### config.mk
export PLATFORM = sky130hd
export DESIGN_NAME = fsl_fault_status_latches
export DESIGN_NICKNAME = d
export VERILOG_FILES = /design/src/verilog/fsl_pkg.sv /design/src/verilog/fsl_w1c_reg.sv /design/src/verilog/fsl_fault_status_latches.sv
export SDC_FILE = /design/constraint.sdc
export NUM_CORES = 1
export LEC_CHECK = 0
export BUFFER_PORTS_ARGS = -buffer_cell sky130_fd_sc_hd__buf_2
export CORE_MARGIN = 8
export CORE_UTILIZATION = 40
export CTS_BUF_LIST = sky130_fd_sc_hd__clkbuf_4 sky130_fd_sc_hd__clkbuf_8
export CTS_CLUSTER_SIZE = 12
export DETAILED_ROUTE_END_ITERATION = 10
export GPL_TIMING_DRIVEN = 0
export PLACE_DENSITY = 0.74
export SLEW_MARGIN = 20
export SYNTH_ARGS = -nofsm -noshare
export SYNTH_HDL_FRONTEND = slang
export SYNTH_SLANG_ARGS = --single-unit
### constraint.sdc
create_clock -name mclk -period 1.2 [get_ports mclk]
set_clock_uncertainty 0.05 [all_clocks]
set_input_delay 0.24 -clock mclk [delete_from_list [all_inputs] [get_ports mclk]]
set_output_delay 0.24 -clock mclk [all_outputs]
set_load 0.1 [all_outputs]
### src/verilog/fsl_pkg.sv
// Constants shared by the fault status latch bank
package fsl_pkg;

  // ---------------------------------------------------------------------
  // Bus widths
  // ---------------------------------------------------------------------
  localparam int ADDR_W = 8;
  localparam int DATA_W = 8;

  // ---------------------------------------------------------------------
  // Register offsets
  // ---------------------------------------------------------------------
  localparam logic [7:0] VOLT_HI_FAULTS_ADDR = 8'h42;
  localparam logic [7:0] FUSE_VCORE_DIODE_ADDR = 8'h43;

  // ---------------------------------------------------------------------
  // Reset values and implemented bits
  // ---------------------------------------------------------------------
  localparam logic [7:0] VOLT_HI_RESET = 8'h00;
  localparam logic [7:0] FUSE_VCORE_RESET = 8'h00;
  localparam logic [7:0] VOLT_HI_IMPL = 8'hFF;
  localparam logic [7:0] FUSE_VCORE_IMPL = 8'hFC;
  localparam logic [7:0] READ_ZERO = 8'h00;

  // ---------------------------------------------------------------------
  // Sleep masking classes per bit
  // ---------------------------------------------------------------------
  // Plain: blocked in either sleep state; qualified: blocked only when
  // the qualifier input is also high
  localparam logic [7:0] VOLT_HI_PLAIN_MASK = 8'h47;
  localparam logic [7:0] VOLT_HI_QUAL_MASK = 8'h38;
  localparam logic [7:0] FUSE_VCORE_PLAIN_MASK = 8'h3C;
  localparam logic [7:0] FUSE_VCORE_QUAL_MASK = 8'hC0;

  // ---------------------------------------------------------------------
  // Field positions of the second register, and of channel 16 in the first
  // ---------------------------------------------------------------------
  localparam int FUSE1_BIT = 2;
  localparam int FUSE2_BIT = 3;
  localparam int CPU1_VCORE_BIT = 4;
  localparam int CPU2_VCORE_BIT = 5;
  localparam int DIODE1_BIT = 6;
  localparam int DIODE2_BIT = 7;
  localparam int CHAN16_BIT = 7;

endpackage : fsl_pkg

### src/verilog/fsl_w1c_reg.sv
// Sticky write-one-to-clear status register
`timescale 1ns/1ps

module fsl_w1c_reg #(
  parameter int WIDTH = 8,
  parameter logic [WIDTH-1:0] IMPL_MASK = '1,
  parameter logic [WIDTH-1:0] RESET_VAL = '0
) (
  // Clock and reset
  input wire logic mclk,
  input wire logic rst,
  // Hardware set and software clear, per bit
  input wire logic [WIDTH-1:0] set_in,
  input wire logic [WIDTH-1:0] clr_in,
  // Latched flags
  output logic [WIDTH-1:0] q
);

  logic [WIDTH-1:0] flags_reg;
  logic [WIDTH-1:0] flags_next;

  // Set beats clear so an event in the clearing cycle is never lost
  always_comb begin
    flags_next = ((flags_reg & ~clr_in) | set_in) & IMPL_MASK;
  end

  // Registered flags
  always_ff @(posedge mclk) begin
    if (rst) begin
      flags_reg <= RESET_VAL;
    end else begin
      flags_reg <= flags_next;
    end
  end

  assign q = flags_reg;

endmodule : fsl_w1c_reg

### src/verilog/fsl_fault_status_latches.sv
// Two sticky fault status registers with sleep-state masking
`timescale 1ns/1ps

module fsl_fault_status_latches (
  // Clock and reset
  input wire logic mclk,
  input wire logic rst,
  // Register port
  input wire logic [fsl_pkg::ADDR_W-1:0] reg_addr,
  input wire logic reg_wr,
  input wire logic [fsl_pkg::DATA_W-1:0] reg_wdata,
  input wire logic reg_rd,
  output logic [fsl_pkg::DATA_W-1:0] reg_rdata,
  // Sleep state and masking qualifier
  input wire logic sleep_s3,
  input wire logic sleep_s45,
  input wire logic sleep_qualifier,
  // Voltage channels 9 to 16 outside their limit window
  input wire logic [7:0] chan_window_fault,
  // Termination fuse inputs
  input wire logic termination_fuse_in1,
  input wire logic termination_fuse_in2,
  // Core voltage against requested voltage mismatch
  input wire logic cpu1_vcore_mismatch,
  input wire logic cpu2_vcore_mismatch,
  // Remote diode open or short detect
  input wire logic diode1_fault,
  input wire logic diode2_fault,
  // Latched register contents
  output logic [fsl_pkg::DATA_W-1:0] volt_hi_faults,
  output logic [fsl_pkg::DATA_W-1:0] fuse_vcore_faults
);
  import fsl_pkg::*;

  // ---------------------------------------------------------------------
  // Sleep masking
  // ---------------------------------------------------------------------
  logic asleep;
  logic qual_sleep;
  logic [7:0] volt_block;
  logic [7:0] fuse_block;

  // Either sleep state counts; the qualifier is an external condition
  always_comb begin
    asleep = sleep_s3 | sleep_s45;
    qual_sleep = asleep & sleep_qualifier;
  end

  // ---------------------------------------------------------------------
  // Event sources per bit
  // ---------------------------------------------------------------------
  logic [7:0] volt_raw;
  logic [7:0] fuse_raw;
  logic [7:0] volt_set;
  logic [7:0] fuse_set;

  // Gather the second register's sources at their bit positions
  always_comb begin
    volt_raw = chan_window_fault;
    fuse_raw = 8'h00;
    fuse_raw[FUSE1_BIT] = termination_fuse_in1;
    fuse_raw[FUSE2_BIT] = termination_fuse_in2;
    fuse_raw[CPU1_VCORE_BIT] = cpu1_vcore_mismatch;
    fuse_raw[CPU2_VCORE_BIT] = cpu2_vcore_mismatch;
    fuse_raw[DIODE1_BIT] = diode1_fault;
    fuse_raw[DIODE2_BIT] = diode2_fault;
  end

  // Per-bit block from the masking class of that bit
  genvar gi;
  generate
    for (gi = 0; gi < 8; gi++) begin : g_mask
      // Bit 7 of the first register is in neither class
      assign volt_block[gi] = (VOLT_HI_PLAIN_MASK[gi] & asleep) |
                              (VOLT_HI_QUAL_MASK[gi] & qual_sleep);
      assign fuse_block[gi] = (FUSE_VCORE_PLAIN_MASK[gi] & asleep) |
                              (FUSE_VCORE_QUAL_MASK[gi] & qual_sleep);
      assign volt_set[gi] = volt_raw[gi] &
                            ~volt_block[gi];
      assign fuse_set[gi] = fuse_raw[gi] &
                            ~fuse_block[gi];
    end
  endgenerate

  // ---------------------------------------------------------------------
  // Write decode
  // ---------------------------------------------------------------------
  logic volt_wr_hit;
  logic fuse_wr_hit;
  logic [7:0] volt_clr;
  logic [7:0] fuse_clr;

  // A write of one clears; writes elsewhere are ignored
  always_comb begin
    volt_wr_hit = 1'b0;
    fuse_wr_hit = 1'b0;
    if (reg_wr && reg_addr == VOLT_HI_FAULTS_ADDR) begin
      volt_wr_hit = 1'b1;
    end else if (reg_wr && reg_addr == FUSE_VCORE_DIODE_ADDR) begin
      fuse_wr_hit = 1'b1;
    end
    volt_clr = volt_wr_hit ? reg_wdata : 8'h00;
    fuse_clr = fuse_wr_hit ? (reg_wdata & FUSE_VCORE_IMPL) : 8'h00;
  end

  // ---------------------------------------------------------------------
  // Sticky registers
  // ---------------------------------------------------------------------
  // Reserved bits are pruned by the implemented mask
  fsl_w1c_reg #(
    .WIDTH(DATA_W),
    .IMPL_MASK(VOLT_HI_IMPL),
    .RESET_VAL(VOLT_HI_RESET)
  ) u_volt_hi (
    .mclk(mclk),
    .rst(rst),
    .set_in(volt_set),
    .clr_in(volt_clr),
    .q(volt_hi_faults)
  );

  fsl_w1c_reg #(
    .WIDTH(DATA_W),
    .IMPL_MASK(FUSE_VCORE_IMPL),
    .RESET_VAL(FUSE_VCORE_RESET)
  ) u_fuse_vcore (
    .mclk(mclk),
    .rst(rst),
    .set_in(fuse_set),
    .clr_in(fuse_clr),
    .q(fuse_vcore_faults)
  );

  // ---------------------------------------------------------------------
  // Read path
  // ---------------------------------------------------------------------
  logic [7:0] rdata_reg;
  logic [7:0] rdata_next;

  // Registered read data, one cycle after the strobe; holds otherwise.
  // Unmapped offsets return zero rather than stale data.
  always_comb begin
    rdata_next = rdata_reg;
    if (reg_rd) begin
      if (reg_addr == VOLT_HI_FAULTS_ADDR) begin
        rdata_next = volt_hi_faults;
      end else if (reg_addr == FUSE_VCORE_DIODE_ADDR) begin
        rdata_next = fuse_vcore_faults & FUSE_VCORE_IMPL;
      end else begin
        rdata_next = READ_ZERO;
      end
    end
  end

  // Read data register
  always_ff @(posedge mclk) begin
    if (rst) begin
      rdata_reg <= READ_ZERO;
    end else begin
      rdata_reg <= rdata_next;
    end
  end

  assign reg_rdata = rdata_reg;
endmodule : fsl_fault_status_latches

==> reports/summary.md <==
The most used flip-flop cell after synthesis is dfxtp_1. TritonCTS built the clock tree. The mapped netlist covers 1040 µm². The tools report the total non-filler cell area in the finished layout as 1790 µm². Detailed placement ended at an HPWL of 2660 µm.

The number of max-capacitance violations reported was 0; the number of global-route vias before repair was 1179. Clock period minus worst slack: 1180 ps. The final instance count without filler cells is 205.

Setup repair after global routing could not meet its margin everywhere. Entering global routing, the biggest net connects 13 pins. For the pin with the worst max-slew slack, the measured transition is 540 ps. The cell count after synthesis came out at 113. The largest fanout on the critical path works out to 3. The floorplan step set the die width to 67.1 µm. The flip-flop and latch count after synthesis was 22; the area overhead of the layout relative to synthesis was 71.6%. The tools report the data required time of the worst path as 910 ps.

For this design, the CTS-stage hold fixing added 0 buffers. CTS placed an instance of clkbuf_4 at the clock tree root. Dividing the synthesized area by the synthesized cell count gives 9.25 µm².

The worst pin sits at a relative slew slack of 64.0%. The tools report the start of the worst register-to-register path as u_fuse_vcore.q[3]$_SDFF_PP0_. The clock net sink count is 22. The number of antenna violations at the first check in global routing is 0, and the portion of the clock cycle consumed by the worst path in the final layout is 98.2%. The tightest min-delay check is of the input port to flop type. Detailed routing inserted a total of 1143 vias. The vertical extent of the die came out at 67.1 µm.

Static timing analysis puts the maximum clock frequency at 0.849 GHz. After detailed routing, the average wire length per cell comes to 17.2 µm. The worst setup path is launched from a flop. The sequential element share of the synthesized area is 42.2%.

The count of pins over their slew limit is 0. The category of the worst setup path capture point was an output port. For this design the top-level I/O count stands at 61.

The initialized floorplan defines 18 standard-cell rows. The tools report the start point of the worst min-delay path as rst. The tools report the buffer depth of the longest clock path as 2. The mux cell area share after synthesis is 6.47%. For the number of buffers inserted by post-CTS setup repair, the log shows 0. The clock-pin slew on the worst setup and hold paths came out at 130 ps.

The count of final hold-check violations was 0. The portion of synthesized cell area occupied by the leading cell type was 42.2%; the unique cell type count in the Yosys netlist was 24. The run gives 1 as the number of H-tree branching levels. Among all stages on the critical path, the largest delay is contributed by dfxtp_4. 0 antenna diodes ended up in the layout.

The region available for standard cell placement spans 2480 µm². The critical path in this run is classified as flop to output port. By area the synthesized netlist is led by dfxtp_1 (42%), a21oi_1 (10%), mux2_2 (6.5%). Maximum single-stage delay on the critical path: 400 ps. Broken down by cell family, the worst path's largest delay share belongs to flip-flops. The post-route total power is 1.74 mW.

The worst-skew pair later-pin latency was 320 ps. Count of flip-flops with a built-in enable after synthesis: 0. The logs give 1470 µm² for the total placed instance area and 15.2% for the global router's overall resource usage. In this run, post-CTS repair resized a total of 55 instances.

The first TritonRoute pass finished after 4 iterations. The post-synthesis compound-gate area fraction was 27.3%. The run finished with clean final reports. Buffers inserted during clock tree synthesis total 3. In this run, placement finished with an instance count of 201. For this run, the share of the core covered by cells in the final layout is 72.4%.

In this run the worst setup path begins at u_volt_hi.q[2]$_SDFF_PP0_. The share of layout cells above drive strength 1 was 58.9%. The die covers 4500 µm².

Final net count: 213. VDD sags by at most 828 µV. The count of buffers inserted at the top-level ports came out at 57. The initial utilization of the core area, before any placement, comes to 42.2%. Area share of xor/xnor cells in the synthesized design: 0%. After global routing the overflow that remains totals 0. The power per unit of standard cell area is 970 nW/µm², and the leakage power of the design is 0.720 nW. The aggregate routed wire length is 3520 µm, and the number of vias per cell after detailed routing is 5.58. For the synthesis warning total, the log shows 0. Ranked by instance count, the synthesized netlist is headed by dfxtp_1 (22), a21oi_1 (21), nand2b_1 (8), nand4_1 (8).

The tools report the routability-driven placement congestion ratio as 0.808. The proportion of register bits with asynchronous set or reset after synthesis is 0%. The setup TNS was 0 ps.

The run gives 5460 µm as the global-route wire length before repair. The cell type with the largest total area after synthesis was dfxtp_1. The fraction of the mapped netlist area in simple logic gates came out at 17.0%. Yosys instantiated no cell more often than dfxtp_1. After detailed routing, the number of remaining DRC violations is 0. The arrival time of the worst setup path is 890 ps. The count of buffering cells on the critical path with inverters included came out at 1. By area, the combinational part of the netlist is dominated by compound AO/OA/AOI/OAI gates.

Walking the worst path, the cells encountered are buf_12. Setup violations remaining at the end of the flow were counted as 0. Arithmetic-cell share of the synthesized area counting full adders, half adders and majority gates: 0%. In this run, the number of DRC markers left after iteration 0 of detailed routing was 63. The detail route stage leaves a number of antenna-violating nets equal to 0.
==> sequential cells by signal, summed over array words and instances (netlist names) <==
register        flops
u_fuse_vcore.q      6
u_volt_hi.q         8
reg_rdata           8
==> area by class of cell <==
cell class / count / area [µm²]
Multi-Input combinational cell: 81 / 582
Sequential cell: 22 / 500
Tap cell: 30 / 37.5
Buffer: 10 / 70.1
Fill cell: 195 / 684
Timing Repair Buffer: 57 / 573
Clock buffer: 3 / 22.5
Clock inverter: 1 / 3.75
Inverter: 1 / 3.75
==> cell families after synthesis <==
family,Yosys count
compound gates,44
buf+inv,11
flops,22
mux,6
other cells,1
simple gates,29
==> per-stage QoR <==
stage,hold slack [ps],setup slack (ps)
final,56.1,21.5
after global routing,56.0,-13.1
after CTS,58.0,1.09
after detailed placement,396,-358
after global placement,387,-283
after floorplan,254,-35.2
==> layout by cell type, fill, tap and decap left out, drive strengths merged <==
master and instances:
clkbuf 6, a211oi 7, nor2 1, nor3 1
clkinv 1, nand2 6, a31oi 1, o21bai 1
buf 64, conb 2, mux2 6, nor4bb 1
a311oi 6, dfxtp 22, nand2b 8, inv 1
a21oi 21, nor2b 2, o21ai 1, and4b 1
and4 1, a21boi 7, nand4 8
==> metal layers <==
layer | vias up | global-route usage, % | wire (µm)
li1 | 549 | - | -
met1 | 554 | 17.7 | 1370
met2 | 35 | 26.4 | 1830
met3 | 5 | 3.02 | 256
met4 | 0 | 6.27 | 57
met5 | - | 0 | 0
==> power breakdown <==
group	total, mW	switching [mW]	internal (mW)	leakage [nW]
Sequential	0.792	0.0399	0.752	0.193
Clock	0.354	0.233	0.122	0.0154
Combinational	0.593	0.370	0.223	0.512
Total	1.74	0.643	1.10	0.720
==> worst paths after layout <==
path | endpoint | slack (ps) | depth (start not counted)
min reg2reg | reg_rdata[3]$_SDFFE_PP0P_ | 430 | 2
max reg2reg | reg_rdata[3]$_SDFFE_PP0P_ | 200 | 3
max | volt_hi_faults[2] | 20 | 1
min | u_volt_hi.q[6]$_SDFF_PP0_ | 60 | 2
Note: power is estimated with default switching activity, not from simulation.
